File: config.mk
export PLATFORM = sky130hd
export DESIGN_NAME = stim_top
export DESIGN_NICKNAME = d
export VERILOG_FILES = /design/src/pkg/stim_pkg.sv /design/src/pkg/stim_rt_if.sv /design/src/logic/stim_slow_div.sv /design/src/logic/stim_rt_counter.sv /design/src/logic/stim_top.sv
export VERILOG_INCLUDE_DIRS = /design/src /design/src/pkg
export SDC_FILE = /design/constraint.sdc
export NUM_CORES = 1
export LEC_CHECK = 0
export ABC_AREA = 1
export BUFFER_PORTS_ARGS = -buffer_cell sky130_fd_sc_hd__buf_4
export CAP_MARGIN = 20
export CORE_MARGIN = 10
export CORE_UTILIZATION = 40
export CTS_CLUSTER_DIAMETER = 60
export DETAILED_ROUTE_END_ITERATION = 16
export GPL_ROUTABILITY_DRIVEN = 0
export PLACE_DENSITY = 0.61
export SLEW_MARGIN = 20
export SYNTH_ARGS = -nofsm -noshare
export SYNTH_HDL_FRONTEND = slang
export SYNTH_SLANG_ARGS = --single-unit
File: constraint.sdc
create_clock -name sys_clk -period 4.5 [get_ports sys_clk]
set_clock_uncertainty 0.05 [all_clocks]
set_input_delay 0.225 -clock sys_clk [delete_from_list [all_inputs] [get_ports sys_clk]]
set_output_delay 0.225 -clock sys_clk [all_outputs]
set_load 0.1 [all_outputs]
File: src/pkg/stim_consts.svh
// Register offsets, field positions, reset values and counts for the timer interrupt block.
// Assumes inclusion by bare name from package and design files.
`ifndef STIM_CONSTS_SVH
`define STIM_CONSTS_SVH

`define STIM_ADDR_W 8
`define STIM_OFF_RTMODE 8'h0c
`define STIM_OFF_STATUS 8'h10
`define STIM_OFF_IEN 8'h14
`define STIM_OFF_IDIS 8'h18
`define STIM_OFF_IMASK 8'h1c
`define STIM_OFF_ALARM 8'h20
`define STIM_OFF_CRT 8'h24
`define STIM_BIT_PIT 0
`define STIM_BIT_DOG 1
`define STIM_BIT_RTINC 2
`define STIM_BIT_ALARM 3
`define STIM_NEV 4
`define STIM_RT_W 20
`define STIM_PRES_W 16
`define STIM_RTMODE_RESET 16'h8000
`define STIM_ALARM_RESET 20'h00000
`define STIM_SLOW_HZ 32768
`define STIM_SYS_HZ 250000000
`define STIM_SLOW_DIV (`STIM_SYS_HZ / `STIM_SLOW_HZ)

`endif

File: src/pkg/stim_pkg.sv
// Types shared by the timer interrupt block.
// Assumes the constants header is on the include path.
`include "stim_consts.svh"
package stim_pkg;
  typedef logic [`STIM_NEV-1:0] stim_ev_t;
  typedef logic [`STIM_RT_W-1:0] stim_rt_t;
  typedef logic [`STIM_PRES_W-1:0] stim_pres_t;
endpackage : stim_pkg

File: src/pkg/stim_rt_if.sv
// Carries the slow tick, prescale, and counter between timer modules.
// Assumes a single clock domain.
interface stim_rt_if;
  import stim_pkg::*;
  logic slow_tick;
  stim_pres_t rt_prescale_value;
  stim_rt_t rt_counter_value;
  logic rt_inc;
  modport ctr (input slow_tick, input rt_prescale_value, output rt_counter_value,
    output rt_inc);
  modport top (output slow_tick, output rt_prescale_value, input rt_counter_value,
    input rt_inc);
endinterface : stim_rt_if

File: src/logic/stim_slow_div.sv
// Divides the system clock into a one-cycle slow clock enable.
// Assumes sys_clk at 250 MHz.
`include "stim_consts.svh"
module stim_slow_div (
  // Clock and reset
  input wire logic sys_clk,
  input wire logic nrst,
  // Enable out
  output logic tick
);
  import stim_pkg::*;
  localparam int unsigned DIV = `STIM_SLOW_DIV;
  logic [15:0] cnt_q;

  always_ff @(posedge sys_clk or negedge nrst)
  begin
    if (!nrst)
    begin
      cnt_q <= 16'h0000;
      tick <= 1'b0;
    end
    else if (cnt_q == 16'(DIV - 1))
    begin
      cnt_q <= 16'h0000;
      tick <= 1'b1;
    end
    else
    begin
      cnt_q <= cnt_q + 16'h0001;
      tick <= 1'b0;
    end
  end
endmodule : stim_slow_div

File: src/logic/stim_rt_counter.sv
// Real-time counter with prescaler on the slow clock enable.
// Assumes prescale zero means 65536 slow periods.
`include "stim_consts.svh"
module stim_rt_counter (
  // Clock and reset
  input wire logic sys_clk,
  input wire logic nrst,
  // Timer link
  stim_rt_if.ctr rt
);
  import stim_pkg::*;
  stim_pres_t pre_q;
  logic pre_end;

  // A prescale of zero wraps the full 16-bit count, giving 65536 periods.
  // The end test is a bound, not an equality. A prescale that is lowered below the running
  // count then ends the period at once, and the count does not wrap through 65536 periods.
  assign pre_end = (pre_q >= (rt.rt_prescale_value - 16'h0001));

  always_ff @(posedge sys_clk or negedge nrst)
  begin
    if (!nrst)
    begin
      pre_q <= 16'h0000;
      rt.rt_counter_value <= 20'h00000;
      rt.rt_inc <= 1'b0;
    end
    else
    begin
      rt.rt_inc <= 1'b0;
      if (rt.slow_tick)
      begin
        if (pre_end)
        begin
          pre_q <= 16'h0000;
          rt.rt_counter_value <= rt.rt_counter_value + 20'h00001;
          rt.rt_inc <= 1'b1;
        end
        else
          pre_q <= pre_q + 16'h0001;
      end
    end
  end
endmodule : stim_rt_counter

File: src/logic/stim_top.sv
// Interrupt mask, status, real-time counter and alarm of the system timer.
// Assumes the period and watchdog events arrive as one-cycle pulses on sys_clk.
//
// The address-and-strobe port is this design's own decision.
`include "stim_consts.svh"

// Notes on behaviour
// - Enable write of one sets mask bit.
// - Disable write of one clears mask bit.
// - Mask read shows one bit per source.
// - Bits: period 0, dog 1, increment 2, alarm 3.
// - Alarm flag set when counter equals value.
// - Alarm value zero waits a full wrap.
// - Current register reads the counter.
// - Status flags set on event, read clears.
// - Counter steps every prescale slow periods.
module stim_top (
  // Clock and reset
  input wire logic sys_clk,
  input wire logic nrst,
  // Register port
  input wire logic [`STIM_ADDR_W-1:0] reg_addr,
  input wire logic [31:0] reg_wdata,
  input wire logic reg_wr,
  input wire logic reg_rd,
  output logic [31:0] reg_rdata,
  // Events from the sibling timers
  input wire logic period_tick_ev,
  input wire logic dog_overflow_ev,
  // Interrupt, status flags and counter
  output logic irq,
  output stim_pkg::stim_ev_t status_flags,
  output stim_pkg::stim_rt_t rt_counter_value
);
  import stim_pkg::*;

  // ------------------------------------------------------------
  // Storage
  // ------------------------------------------------------------
  stim_ev_t mask_q;
  stim_ev_t status_q;
  stim_ev_t ev_d;
  stim_rt_t alarm_compare_value;
  stim_pres_t rt_prescale_value;
  stim_rt_if rt_link ();
  logic alarm_hit;
  logic rt_inc_q;

  // ------------------------------------------------------------
  // Timebase
  // ------------------------------------------------------------
  stim_slow_div u_div (
    .sys_clk(sys_clk),
    .nrst(nrst),
    .tick(rt_link.slow_tick)
  );

  stim_rt_counter u_ctr (
    .sys_clk(sys_clk),
    .nrst(nrst),
    .rt(rt_link.ctr)
  );

  assign rt_link.rt_prescale_value = rt_prescale_value;
  assign rt_counter_value = rt_link.rt_counter_value;

  // Compare only on the cycle after an increment, so a value that was just
  // written and already equals the counter waits for the next full wrap.
  // A value of zero therefore matches after 2^20 increments.
  always_ff @(posedge sys_clk or negedge nrst)
  begin
    if (!nrst)
      rt_inc_q <= 1'b0;
    else
      rt_inc_q <= rt_link.rt_inc;
  end
  assign alarm_hit = rt_inc_q && (rt_link.rt_counter_value == alarm_compare_value);

  // ------------------------------------------------------------
  // Mask register
  // ------------------------------------------------------------
  always_ff @(posedge sys_clk or negedge nrst)
  begin
    if (!nrst)
      mask_q <= 4'h0;
    else if (reg_wr && reg_addr == `STIM_OFF_IEN)
      mask_q <= mask_q | reg_wdata[`STIM_NEV-1:0];
    else if (reg_wr && reg_addr == `STIM_OFF_IDIS)
      mask_q <= mask_q & ~reg_wdata[`STIM_NEV-1:0];
  end

  // ------------------------------------------------------------
  // Status flags
  // ------------------------------------------------------------
  always_comb
  begin
    ev_d = 4'h0;
    ev_d[`STIM_BIT_PIT] = period_tick_ev;
    ev_d[`STIM_BIT_DOG] = dog_overflow_ev;
    ev_d[`STIM_BIT_RTINC] = rt_inc_q;
    ev_d[`STIM_BIT_ALARM] = alarm_hit;
  end

  // A new event in the reading cycle survives the clear.
  always_ff @(posedge sys_clk or negedge nrst)
  begin
    if (!nrst)
      status_q <= 4'h0;
    else if (reg_rd && reg_addr == `STIM_OFF_STATUS)
      status_q <= ev_d;
    else
      status_q <= status_q | ev_d;
  end
  assign status_flags = status_q;

  assign irq = |(status_q & mask_q);

  // ------------------------------------------------------------
  // Writable settings
  // ------------------------------------------------------------
  always_ff @(posedge sys_clk or negedge nrst)
  begin
    if (!nrst)
    begin
      alarm_compare_value <= `STIM_ALARM_RESET;
      rt_prescale_value <= `STIM_RTMODE_RESET;
    end
    else if (reg_wr)
    begin
      if (reg_addr == `STIM_OFF_ALARM)
        alarm_compare_value <= reg_wdata[`STIM_RT_W-1:0];
      if (reg_addr == `STIM_OFF_RTMODE)
        rt_prescale_value <= reg_wdata[`STIM_PRES_W-1:0];
    end
  end

  // ------------------------------------------------------------
  // Read data
  // ------------------------------------------------------------
  always_ff @(posedge sys_clk or negedge nrst)
  begin
    if (!nrst)
      reg_rdata <= 32'h0000_0000;
    else if (reg_rd)
    begin
      case (reg_addr)
        `STIM_OFF_STATUS: reg_rdata <= {28'h0000000, status_q};
        `STIM_OFF_IMASK: reg_rdata <= {28'h0000000, mask_q};
        `STIM_OFF_ALARM: reg_rdata <= {12'h000, alarm_compare_value};
        `STIM_OFF_CRT: reg_rdata <= {12'h000, rt_link.rt_counter_value};
        `STIM_OFF_RTMODE: reg_rdata <= {16'h0000, rt_prescale_value};
        default: reg_rdata <= 32'h0000_0000;
      endcase
    end
    else
      reg_rdata <= 32'h0000_0000;
  end

  // ------------------------------------------------------------
  // Checks
  // ------------------------------------------------------------
  en_sets_a: assert property (@(posedge sys_clk) disable iff (!nrst)
    (reg_wr && reg_addr == `STIM_OFF_IEN) |=> ((mask_q & $past(reg_wdata[3:0])) ==
    $past(reg_wdata[3:0])))
    else $error("enable write did not set mask");
  dis_clears_a: assert property (@(posedge sys_clk) disable iff (!nrst)
    (reg_wr && reg_addr == `STIM_OFF_IDIS) |=> ((mask_q & $past(reg_wdata[3:0])) == 4'h0))
    else $error("disable write did not clear mask");
  mask_read_a: assert property (@(posedge sys_clk) disable iff (!nrst)
    (reg_rd && reg_addr == `STIM_OFF_IMASK && !reg_wr) |=> (reg_rdata == {28'h0, $past(mask_q)}))
    else $error("mask read mismatch");
  mask_hold_a: assert property (@(posedge sys_clk) disable iff (!nrst)
    !(reg_wr && (reg_addr == `STIM_OFF_IEN || reg_addr == `STIM_OFF_IDIS)) |=> $stable(mask_q))
    else $error("mask changed without command");
  alarm_flag_a: assert property (@(posedge sys_clk) disable iff (!nrst)
    alarm_hit |=> status_q[`STIM_BIT_ALARM])
    else $error("alarm flag not raised");
  alarm_cause_a: assert property (@(posedge sys_clk) disable iff (!nrst)
    $rose(status_q[`STIM_BIT_ALARM]) |-> $past(rt_inc_q))
    else $error("alarm without increment");
  crt_read_a: assert property (@(posedge sys_clk) disable iff (!nrst)
    (reg_rd && reg_addr == `STIM_OFF_CRT) |=> (reg_rdata[19:0] == $past(rt_counter_value)))
    else $error("counter read mismatch");
  status_clr_a: assert property (@(posedge sys_clk) disable iff (!nrst)
    (reg_rd && reg_addr == `STIM_OFF_STATUS && ev_d == 4'h0) |=> (status_q == 4'h0))
    else $error("status not cleared by read");
  rt_step_a: assert property (@(posedge sys_clk) disable iff (!nrst)
    rt_link.rt_inc |-> (rt_counter_value == $past(rt_counter_value) + 20'h1))
    else $error("counter step wrong");
  irq_level_a: assert property (@(posedge sys_clk) disable iff (!nrst)
    irq == ((status_q & mask_q) != 4'h0))
    else $error("interrupt level wrong");
  irq_seen_c: cover property (@(posedge sys_clk) disable iff (!nrst) $rose(irq));
  alarm_seen_c: cover property (@(posedge sys_clk) disable iff (!nrst) alarm_hit);
  read_clear_c: cover property (@(posedge sys_clk) disable iff (!nrst)
    reg_rd && reg_addr == `STIM_OFF_STATUS && status_q != 4'h0);
  mask_enable_c: cover property (@(posedge sys_clk) disable iff (!nrst)
    reg_wr && reg_addr == `STIM_OFF_IEN && reg_wdata[3:0] != 4'h0);
  rt_step_c: cover property (@(posedge sys_clk) disable iff (!nrst) rt_link.rt_inc);

  // Read data stand for one cycle only, so a bus idle cycle must show zero.
  rdata_idle_a: assert property (@(posedge sys_clk) disable iff (!nrst)
    !reg_rd |=> (reg_rdata == 32'h0000_0000))
    else $error("read data not zero after idle cycle");
  // A set flag must stay set until a status read.
  status_hold_a: assert property (@(posedge sys_clk) disable iff (!nrst)
    !(reg_rd && reg_addr == `STIM_OFF_STATUS) |=> ((status_q & $past(status_q)) ==
    $past(status_q)))
    else $error("status flag lost without read");
endmodule : stim_top

==> metrics.md, run 1 <==
| Metric | Value |
|---|---|
| Layout Nets | 1,057 |
| Post-Synthesis Cells | 910 |
| Synth area leader | dfrtp_1 |
| R2r endpoint | u_ctr.pre_q[7]$_DFFE_PN0P_ |
| Drt first pass iters | 6 |
| Avg Vias per Cell | 4.95 |
| Sequential cell area fraction in the yosys report | 42.7% |
| Pin count of the biggest net entering global routing | 46 |
| Number of synthesized flops with an enable pin | 0 |
| CP max-delay cell | dfrtp_1 |
| Total CTS buffers | 17 |
| CTS root buf | clkbuf_16 |
| Pins Over Slew Limit | 0 |
| First-pass GRT wire length | slightly above 30,000 um |
| Final std cells w/o fill | 1,227 |
| Yosys top cell area share | 42.3% |
| Area grow syn2layout | 19.4% |
| R2R Path Start | rt_link.rt_prescale_value[0]$_DFFE_PN0P_ |
| CTS clk-pin slew, worst paths | 0.06 ns |
| Row Count | 48 |
| Period utilisation layout | 81.2% |
| # resized after CTS | 0 |
| H-tree Lvls | 4 |
| Worst path arrival time | between 3 and 4 ns |
| Status | complete, no violations |
| Via count | 6,075 |
| Fin Setup TNS | 0 ns |
| Max capacitance violation total | 0 |
| Die H | approximately 150 um |
| Final ANT Viol Nets | 0 |
| CP bufs+invs | 3 |
| Post-Syn Area | approximately 7000 um^2 |
| Total GRT Usage | 16.3% |
| CTS tree | built |
| Pwr Density | 339 nW/um^2 |
| Die extent in x | 152 um |
| Clk buf depth | 2 |
| Top post-synthesis cells by count | nand2_1, nor2_1, dfrtp_1 |
| Worst Setup EP | u_ctr.pre_q[7]$_DFFE_PN0P_ |
| Post-CTS setup buffer count | 0 |
| Antenna cells | 0 |
| Hold Violations, Final | 0 |
| Async set-reset flop share out of synthesis | 100% |
| WS Path Type | flop to flop |
| Initial antenna violation count | 0 |
| Io pins | 103 |
| Hold_buf cts | 7 |
| Peak VDD IR | 264 uV |
| Most used cell, CP | nand2_1 |
| RSZ-0062 raised after global routing | false |
| PortBufs | between 70 and 80 |
| Worst-Skew Late Latency | 0.42 ns |
| DRT iter0 DRCs | 408 |
| Worst-Margin Slew | 0.773 ns |
| DRC | 0 |
| Max Freq | 274 MHz |
| Hold Crit Class | input port to flop |
| Reg2reg path depth | 17 |
| CP top delay family | simple AND/OR/NAND/NOR gates |
| Avg Inst Size Synth | 7.67 um^2 |
| Netlist cell types | 41 |
| Fraction of layout cells with a size suffix above 1 | approximately 15% |
| Slew HR | 48.3% |
| Synthesis-stage register bit count | roughly 120 |
| Core Box Area | 17,200 um^2 |
| Critical path, cell by cell | inv_1 > ha_1 > nand2_1 > nor3_1 > nand3_1 > nor2_1 > nand2_1 > nand2_1 > inv_1 > ha_1 > nand4_1 > nor3_1 > nand2_1 > nand2_2 > nand2_4 > inv_2 > nor2_1 |
| Post-Place Cells | about 1,200 |
| Top-count cell post-synth | nand2_1 |
| Critical-path maximum fanout | 25 |
| Pleak | 4.16 nW |
| Min Clock Period, post-route | 3.65 ns |
| Largest stage delay, worst path | 0.44 ns |
| DRT Wirelength | ~19,000 um |
| Synth area leaders | dfrtp_1, nand2_1, nor2_1 |
| Synthesis Warnings | 0 |
| Global route total overflow | 0 |
| Die area | 23,100 um^2 |
| CP Depth | 17 |
| Vias in the first global route | just under 6,000 |
| Crit start category | flop |
| Sink Count | 119 |
| Flop2flop setup slack | 0.85 ns |
| Setup crit end kind | flop |
| WL/cell | 15.3 um |
| CP Data Required Time | 4.75 ns |
| Detail Placement HPWL | 14,000 um |
| Setup violators final | 0 |
| Crit path from | rt_link.rt_prescale_value[0]$_DFFE_PN0P_ |
| Effective utilization at floorplan | roughly two fifths |
| Synth Flop Type | dfrtp_1 |
## how the worst min path moves through the flow
stage / cells past startpoint / endpoint / startpoint / slack, ns
floorplan: 0 / asynchronous set/reset pin / nrst / -0.12
global placement: 1 / u_ctr.rt.rt_counter_value[18]$_DFFE_PN0P_ / nrst / 0.22
detailed placement: 1 / u_ctr.rt.rt_counter_value[2]$_DFFE_PN0P_ / nrst / 0.23
CTS: 3 / alarm_compare_value[15]$_DFFE_PN0P_ / reg_wdata[15] / 0.01
global route: 3 / alarm_compare_value[15]$_DFFE_PN0P_ / reg_wdata[15] / 0.009
finish: 3 / alarm_compare_value[15]$_DFFE_PN0P_ / reg_wdata[15] / 0.02
## per-stage QoR
stage               setup WS (ns)  total power [mW]  util, %  cell area [um^2]  hold WS, ns
global placement            0.925              1.43     44.6              7660        0.221
finish                      0.848              2.83     48.5              8330       0.0187
CTS                         0.863              2.86     48.5              8330       0.0108
floorplan                    1.84              1.34        -              7020       -0.121
detailed placement          0.863              1.43     44.6              7660        0.228
global route                0.451              2.95     48.5              8330      0.00864
## kinds of logic (layout without fill, tap and decap cells)
kind of cell	count (synthesis)	count (layout)	share of synthesized area, %
flip-flops	119	119	42.7
other	1	12	0.0537
AO/OA/AOI/OAI	97	97	8.28
adder cells (fa/ha/maj)	21	21	3.76
XOR/XNOR	52	52	6.53
AND/OR/NAND/NOR	461	461	28.6
buffers and inverters	159	240	10.1
## report_power, final
group          total [mW]  switching (mW)  internal (mW)
Sequential           1.12          0.0258           1.09
Combinational       0.301           0.207         0.0944
Clock                1.41           0.476          0.933
Total                2.83           0.709           2.12
## per-layer routing
metal	share of wire (%)	GRT usage (%)	up-vias
li1	-	-	3016
met1	48	22.4	2842
met2	44	24.7	191
met3	6.9	4.54	26
met4	1.3	4.08	0
met5	0	0	-
## registers in the layout, summed over array words and instances, names as in the netlist, named ones only
register / flops
u_ctr.pre_q: 16
rt_link.rt_prescale_value: 16
status_flags: 4
rt_inc_q: 1
alarm_compare_value: 20
u_div.tick: 1
reg_rdata: 20
u_ctr.rt.rt_counter_value: 20
u_div.cnt_q: 16
u_ctr.rt.rt_inc: 1
## worst register-to-register path: cells and delay by family, from the launching register on
| kind | cells | cell delay (ns) |
|---|---|---|
| AND/OR/NAND/NOR | 12 | 2.04 |
| buffers and inverters | 3 | 0.51 |
| adder cells (fa/ha/maj) | 2 | 0.47 |
| flip-flops | 1 | 0.44 |
## final cells by class
cell class	instances	area (um^2)
fillers	1695	8840
well taps	225	282
inverters	121	454
repair buffers	88	678
flip-flops and latches	119	2980
multi-input cells	643	3340
clock buffers	22	454
clock inverters	9	150
## cells in the final DEF (no fill, tap or decap), types with 6 or more instances in the layout
cell           netlist  final
xnor2_1             12     12
o21ai_2              6      6
xor2_1              40     40
nor3_1              11     11
a21oi_1             14     14
ha_1                21     21
nand3_1             64     64
inv_2                6      6
inv_1              115    115
conb_1               1     12
clkbuf_16            0     17
dlygate4sd3_1        0      7
nand4_1             17     17
nor2_1             126    126
buf_4               15     81
o21ai_0             41     41
o22ai_1             17     17
nand2_1            216    216
dfrtp_1            118    118
a21oi_2              6      6
Power figures use the tool's default switching activity.
==> run 2: changes to the inputs <==
--- a/config.mk
+++ b/config.mk
@@ -6,7 +6,7 @@
 export SDC_FILE = /design/constraint.sdc
 export NUM_CORES = 1
 export LEC_CHECK = 0
-export ABC_AREA = 1
+export ABC_AREA = 0
 export BUFFER_PORTS_ARGS = -buffer_cell sky130_fd_sc_hd__buf_4
 export CAP_MARGIN = 20
 export CORE_MARGIN = 10
@@ -14,7 +14,7 @@
 export CTS_CLUSTER_DIAMETER = 60
 export DETAILED_ROUTE_END_ITERATION = 16
 export GPL_ROUTABILITY_DRIVEN = 0
-export PLACE_DENSITY = 0.61
+export PLACE_DENSITY = 0.62
 export SLEW_MARGIN = 20
 export SYNTH_ARGS = -nofsm -noshare
 export SYNTH_HDL_FRONTEND = slang
==> constraint.sdc (replaced) <==
create_clock -name sys_clk -period 3.63 [get_ports sys_clk]
set_clock_uncertainty 0.05 [all_clocks]
set_input_delay 0.1815 -clock sys_clk [delete_from_list [all_inputs] [get_ports sys_clk]]
set_output_delay 0.1815 -clock sys_clk [all_outputs]
set_load 0.1 [all_outputs]
==> run 2 against run 1 <==
Against the previous run: utilization grew 3.6 points; critical endpoint is now u_ctr.rt.rt_counter_value[1]$_DFFE_PN0P_; sequential cell count unchanged; synthesized cell count shrank 36%; clock power rose by 13%; global-route usage decreased by 1.0 points; sequential power grew 22%; critical path type unchanged; final area decreased by 4.6%; worst setup slack lost 0.72 ns; first-iteration DRC count is 13% lower; synthesized area decreased by 10%; routed wire length fell by 16%.
==> metrics.md, run 2 <==
| Metric | Value |
|---|---|
| Flop2flop setup slack | 0.13 ns (-0.72 ns) |
| Status | complete, no violations |
| Io pins | 103 (unchanged) |
| Synthesis-stage register bit count | 119 (unchanged) |
| Hold Crit Class | input port to flop |
| Layout Nets | 771 (-27%) |
| Max capacitance violation total | 0 (unchanged) |
| Post-Syn Area | 6260 um^2 (-10%) |
| Total CTS buffers | 17 (unchanged) |
| Area grow syn2layout | 27.1% |
| R2r endpoint | u_ctr.rt.rt_counter_value[1]$_DFFE_PN0P_ |
| Fraction of layout cells with a size suffix above 1 | 21.7% (+7.0 points) |
| Crit start category | flop |
| Die H | 145 um (-4.6%) |
| R2R Path Start | rt_link.rt_prescale_value[7]$_DFFE_PN0P_ |
| Biggest registers after layout | alarm_compare_value x20, reg_rdata x20, u_ctr.rt.rt_counter_value x20 |
| Async set-reset flop share out of synthesis | 100% (unchanged) |
| Post-route cell area | 7950 um^2 (-4.6%) |
| Synth Flop Type | dfrtp_1 |
| Worst Hold End | alarm_compare_value[0]$_DFFE_PN0P_ |
| Pin count of the biggest net entering global routing | 74 (+61%) |
| Top post-synthesis cells by count | dfrtp_1, nand2_1, xor2_1 |
| Via count | 4,916 (-19%) |
| H-tree Lvls | 4 (unchanged) |
| Die area | 21,000 um^2 (-9.0%) |
| Critical-path maximum fanout | 5 (-80%) |
| Synthesis Warnings | 0 (unchanged) |
| Period utilisation layout | 96.4% (+15 points) |
| Sink Count | 119 (unchanged) |
| WS Path Type | flop to flop |
| PortBufs | 78 (unchanged) |
| Avg Inst Size Synth | 10.7 um^2 (+39%) |
| Core Box Area | 15,300 um^2 (-11%) |
| RSZ-0062 raised after global routing | true |
| Hold Violations, Final | 0 (unchanged) |
| Die extent in x | 145 um (-4.6%) |
| DRT iter0 DRCs | 357 (-13%) |
| Fin worst setup slack | 0.131 ns (-0.717 ns) |
| Post-Synthesis Cells | 586 (-36%) |
| CTS root buf | clkbuf_16 |
| Netlist cell types | 59 (+44%) |
| Peak VDD IR | 326 uV (+23%) |
| Pins Over Slew Limit | 0 (unchanged) |
| CP Data Required Time | 3.88 ns (-0.87 ns) |
| Initial antenna violation count | 0 (unchanged) |
| Synth area leaders | dfrtp_1, xor2_1, mux2_1 |
| Top-count cell post-synth | dfrtp_1 |
| First-pass GRT wire length | 26,600 um (-14%) |
| Commonest non-fill, non-tap cell in the layout | dfrtp_1 |
| Effective utilization at floorplan | 41.0% (+0.38 points) |
| Pleak | 3.85 nW (-7.4%) |
| Number of synthesized flops with an enable pin | 0 (unchanged) |
| Antenna cells | 0 (unchanged) |
| CTS clk-pin slew, worst paths | 0.05 ns (about the same) |
| Total GRT Usage | 15.3% (-1.0 points) |
| Row Count | 45 (-6.3%) |
| Commonest cells after routing, fill and taps aside | dfrtp_1, buf_4, nand2_1, xor2_1, nand3_1 |
| Hold path depth | 3 (unchanged) |
| Setup crit end kind | flop |
| Detail Placement HPWL | 11,600 um (-17%) |
| Pre-CTS setup slack | 0.0297 ns (-0.833 ns) |
| DRC | 0 (unchanged) |
| Global route total overflow | 0 (unchanged) |
| Avg Vias per Cell | 5.31 (+7.2%) |
| WL/cell | 17.0 um (+11%) |
| Min Clock Period, post-route | 3.50 ns (-0.153 ns) |
| Worst-Skew Late Latency | 0.42 ns (about the same) |
| Synth area leader | dfrtp_1 |
| Worst path arrival time | 3.75 ns (-0.15 ns) |
| Pwr Density | 420 nW/um^2 (+24%) |
| Clk buf depth | 2 (unchanged) |
| Reg2reg path depth | 11 (-6) |
| Slew HR | 28.0% (-20 points) |
| Worst-Margin Slew | 1.07 ns (+0.302 ns) |
| Setup violators final | 0 (unchanged) |
| Vias in the first global route | 5,143 (-13%) |
| Drt first pass iters | 5 (-1) |
| Final ANT Viol Nets | 0 (unchanged) |
| HP Start | reg_wdata[0] |
| DRT Wirelength | 15,700 um (-16%) |
| CTS tree | built |
| Max Freq | 286 MHz (+4.4%) |
| Placed instance area | 7130 um^2 (-6.9%) |
| Yosys top cell area share | 47.2% (+4.9 points) |
| Sequential cell area fraction in the yosys report | 47.6% (+4.9 points) |
[run 2: how the worst max path moves through the flow]
stage | from | to | slack [ns] | cells after the start
2_1_floorplan | rt_link.rt_prescale_value[7]$_DFFE_PN0P_ | u_ctr.rt.rt_counter_value[1]$_DFFE_PN0P_ | 0.13 | 12
5_1_grt | rt_link.rt_prescale_value[7]$_DFFE_PN0P_ | u_ctr.rt.rt_counter_value[19]$_DFFE_PN0P_ | -0.02 | 12
4_1_cts | rt_link.rt_prescale_value[7]$_DFFE_PN0P_ | u_ctr.rt.rt_counter_value[1]$_DFFE_PN0P_ | 0.01 | 11
3_5_place_dp | rt_link.rt_prescale_value[7]$_DFFE_PN0P_ | u_ctr.rt.rt_counter_value[1]$_DFFE_PN0P_ | 0.03 | 11
6_report | rt_link.rt_prescale_value[7]$_DFFE_PN0P_ | u_ctr.rt.rt_counter_value[1]$_DFFE_PN0P_ | 0.13 | 11
3_3_place_gp | rt_link.rt_prescale_value[7]$_DFFE_PN0P_ | u_ctr.rt.rt_counter_value[19]$_DFFE_PN0P_ | 0.08 | 12
[run 2: worst max-delay path, cell delays in order, from the launching register on]
cell and delay [ns]:
dfrtp_1 0.37, or4_4 0.57, or4_4 0.48, nor3_4 0.14, xnor2_1 0.09, ha_1 0.31, and4_4 0.26, nand2_4 0.06
a311oi_4 0.35, or3_4 0.22, and2_4 0.18, mux2_4 0.30
[run 2: cells by family (layout without fill, tap and decap cells)]
logic type	count (synthesis)	count (layout)	share of synthesized area, %
xor gates and xnor gates	68	68	9.52
DFF	119	119	47.6
other	1	12	0.0599
AOI/OAI and AO/OA	95	95	10.7
buffers and inverters	43	161	3.76
and+or+nand+nor	205	205	18.0
muxes	34	34	6.08
adders and majority gates	21	21	4.20
[run 2: timing repair]
item / CTS / global route
endpoints found under the hold margin: 106 / 0
buffers inserted: 0 / 1
resized for setup: 0 / 10
endpoints found under the setup margin: 0 / 28
hold buffers: 21 / 0
[run 2: report_power, final]
group          internal (mW)  switching, mW  total (mW)
Sequential              1.35         0.0232        1.37
Combinational          0.154          0.224       0.378
Clock                   1.01          0.579        1.59
[run 2: final cells by class]
cell class | instances | area (um^2)
Multi-Input combinational cell | 435 | 3140
Fill cell | 1375 | 7310
Clock buffer | 21 | 450
Tap cell | 211 | 264
Clock inverter | 9 | 104
Timing Repair Buffer | 119 | 971
Inverter | 12 | 45.0
Sequential cell | 119 | 2980
[run 2: routing by layer]
layer	vias to the layer above	track usage (%)	wire, um
met5	-	0	0
met4	0	6.83	444
met3	23	3.91	694
met2	140	24.9	7770
met1	2433	18.6	6840
li1	2320	-	-
[run 2: metrics by stage]
stage | utilization [%] | hold slack (ns) | TNS [ns] | cells | power [mW]
finish | 52.1 | 0.0195 | 0 | 926 | 3.34
global route | 52.1 | 0.0356 | -0.0168 | 926 | 3.48
CTS | 51.7 | 0.00873 | 0 | 925 | 3.36
detailed placement | 46.7 | 0.298 | 0 | 874 | 1.74
global placement | 46.7 | 0.294 | 0 | 874 | 1.73
floorplan | - | -0.164 | 0 | 597 | 1.63
==> run 3: changes to the inputs <==
--- a/config.mk
+++ b/config.mk
@@ -7,7 +7,7 @@
 export NUM_CORES = 1
 export LEC_CHECK = 0
 export ABC_AREA = 0
-export BUFFER_PORTS_ARGS = -buffer_cell sky130_fd_sc_hd__buf_4
+export BUFFER_PORTS_ARGS = -buffer_cell sky130_fd_sc_hd__buf_2
 export CAP_MARGIN = 20
 export CORE_MARGIN = 10
 export CORE_UTILIZATION = 40
@@ -19,3 +19,4 @@
 export SYNTH_ARGS = -nofsm -noshare
 export SYNTH_HDL_FRONTEND = slang
 export SYNTH_SLANG_ARGS = --single-unit
+export TNS_END_PERCENT = 50
==> constraint.sdc (replaced) <==
create_clock -name sys_clk -period 3.9 [get_ports sys_clk]
set_clock_uncertainty 0.05 [all_clocks]
set_input_delay 0.195 -clock sys_clk [delete_from_list [all_inputs] [get_ports sys_clk]]
set_output_delay 0.195 -clock sys_clk [all_outputs]
set_load 0.1 [all_outputs]
==> run 3 against run 2 <==
Against the previous run: power decreased by 9.5%; routed wire length decreased by 1.7%; largest power group unchanged; largest cell class unchanged; final cell count decreased by 1.3%; register-to-register slack improved by 0.03 ns; worst hold slack improved by 0.014 ns; fmax decreased by 6.3%; final area decreased by 4.8%; non-clock buffer count decreased by 13; sequential power decreased by 7%; sequential share of layout area increased by 1.9 points.
==> metrics.md, run 3 (same netlist as run 2, synthesis figures left out) <==
| Metric | Value |
|---|---|
| Die extent in x | 145 um (unchanged) |
| Effective utilization at floorplan | 41.0% (unchanged) |
| WL met3 | 574 um (-17%) |
| Clk buf depth | 2 (unchanged) |
| Area occupied by multi-input gates | 3090 um^2 (-1.6%) |
| Avg Vias per Cell | 5.19 (-2.2%) |
| Hold Violations, Final | 0 (unchanged) |
| Max Freq | 268 MHz (-6.3%) |
| Uppermost layer routed | met4 |
| Total CTS buffers | 17 (unchanged) |
| CTS clk-pin slew, worst paths | 0.06 ns (about the same) |
| Pwr Density | 399 nW/um^2 (-5.0%) |
| # resized after CTS | 0 (unchanged) |
| Via count | 4,747 (-3.4%) |
| Row Count | 45 (unchanged) |
| First-pass GRT wire length | 25,500 um (-4.0%) |
| Area grow syn2layout | 21.1% |
| Commonest non-fill, non-tap cell in the layout | dfrtp_1 |
| Hold_buf cts | 19 (-9.5%) |
| Slew HR | 41.1% (+13 points) |
| Peak VDD IR | 313 uV (-4.1%) |
| Drt first pass iters | 5 (unchanged) |
| CTS root buf | clkbuf_16 |
| Layout Nets | 758 (-1.7%) |
| Io pins | 103 (unchanged) |
| Die H | 145 um (unchanged) |
| Core Box Area | 15,300 um^2 (unchanged) |
| CP Data Required Time | 4.13 ns (+0.25 ns) |
| Status | complete, no violations |
| Global route total overflow | 0 (unchanged) |
| Routed wl met2 | 7810 um (+0.57%) |
| WL met1 | 6820 um (-0.31%) |
| Initial antenna violation count | 0 (unchanged) |
| Worst path arrival time | 3.97 ns (+0.22 ns) |
| Pin count of the biggest net entering global routing | 66 (-11%) |
| Commonest cells after routing, fill and taps aside | dfrtp_1, buf_2, nand2_1, xor2_1 |
| Total GRT Usage | 14.8% (-0.44 points) |
| Biggest registers after layout | alarm_compare_value x20, reg_rdata x20, u_ctr.rt.rt_counter_value x20 |
| Critical-path maximum fanout | 9 (+4) |
| Worst-Skew Late Latency | 0.41 ns (about the same) |
| Min Clock Period, post-route | 3.74 ns (+0.236 ns) |
| Period utilisation layout | 95.8% (-0.62 points) |
| Vias in the first global route | 4,911 (-4.5%) |
| Setup violators final | 0 (unchanged) |
| WS Path Type | flop to flop |
| Die area | 21,000 um^2 (unchanged) |
| Detail Placement HPWL | 11,300 um (-2.3%) |
| Fillers | 1,359 (-1.2%) |
| Post-CTS setup buffer count | 0 (unchanged) |
| Reg area | 2980 um^2 (unchanged) |
| H-tree Lvls | 4 (unchanged) |
| Setup crit end kind | flop |
| Max capacitance violation total | 0 (unchanged) |
| DRT Wirelength | 15,500 um (-1.7%) |
| WL/cell | 16.9 um (-0.42%) |
| Pins Over Slew Limit | 0 (unchanged) |
| Hold Crit Class | input port to flop |
| CTS tree | built |
| Worst-Margin Slew | 0.877 ns (-0.198 ns) |
| Final ANT Viol Nets | 0 (unchanged) |
| Crit start category | flop |
| Fraction of layout cells with a size suffix above 1 | 19.6% (-2.0 points) |
| PortBufs | 78 (unchanged) |
| Sink Count | 119 (unchanged) |
| Antenna cells | 0 (unchanged) |
| RSZ-0062 raised after global routing | false |
| Fin Setup TNS | 0 ns (unchanged) |
| Pleak | 3.70 nW (-4.1%) |
| DRT iter0 DRCs | 184 (-48%) |
| DRC | 0 (unchanged) |
| Final core occ | 49.6% (-2.5 points) |
[run 3: cell count changes in the layout (fill, tap and decap cells not counted), sizes merged]
cell,previous run,this run
bufinv,2,1
clkinvlp,2,3
clkinv,5,4
dlygate4sd3,21,19
buf,98,87
clkbuf,21,23
[run 3: worst paths after layout]
path                                                           from                                       end  slack, ns  cells past startpoint
min in group asynchronous                                      nrst                   reg_rdata[12]$_DFF_PN0_       0.33                      2
max                        rt_link.rt_prescale_value[8]$_DFFE_PN0P_  u_ctr.rt.rt_counter_value[2]$_DFFE_PN0P_       0.16                     12
max reg2reg                rt_link.rt_prescale_value[8]$_DFFE_PN0P_  u_ctr.rt.rt_counter_value[2]$_DFFE_PN0P_       0.16                     12
min                                                          reg_rd                   reg_rdata[19]$_DFF_PN0_       0.03                      2
max in group asynchronous                                      nrst  rt_link.rt_prescale_value[1]$_DFFE_PN0P_       2.68                      3
min reg2reg                               u_ctr.rt.rt_inc$_DFF_PN0_                        rt_inc_q$_DFF_PN0_       0.31                      0
[run 3: cell type report]
cell class	instances	area share [%]
well taps	211	3.49
repair buffers	106	8.75
clock inverters	8	1.01
multi-input cells	435	40.8
flip-flops and latches	119	39.3
clock buffers	23	6.05
inverters	12	0.595
[run 3: critical path: stages, from the launching register on]
cell and delay [ns]:
dfrtp_1 0.41, or4_4 0.55, or4_4 0.53, nor2_1 0.15
xnor2_1 0.16, ha_1 0.28, and4_1 0.23, nand2_1 0.16
o2bb2ai_2 0.15, or3_1 0.39, buf_4 0.21, and3_1 0.19
xor2_1 0.14
[run 3: per-stage QoR]
stage	std cells	hold slack [ns]	total power [mW]	worst slack (ns)	instance area, um^2
4_1_cts	914	0.0182	3.05	0.177	7570
2_1_floorplan	597	-0.151	1.51	0.398	6300
3_5_place_dp	864	0.254	1.60	0.196	6850
3_3_place_gp	864	0.239	1.59	0.281	6850
5_1_grt	914	0.0268	3.15	0.00402	7570
6_report	914	0.0332	3.03	0.165	7570
[run 3: per-layer routing]
layer / up-vias / track usage, %
met3: 12 / 4.19
met5: - / 0
met1: 2348 / 17.2
met4: 0 / 5.26
li1: 2289 / -
met2: 98 / 25.5
[run 3: power by group]
part	internal [mW]	leakage [nW]	switching [mW]
Combinational	0.119	1.84	0.198
Sequential	1.26	1.60	0.0228
Clock	0.885	0.253	0.545
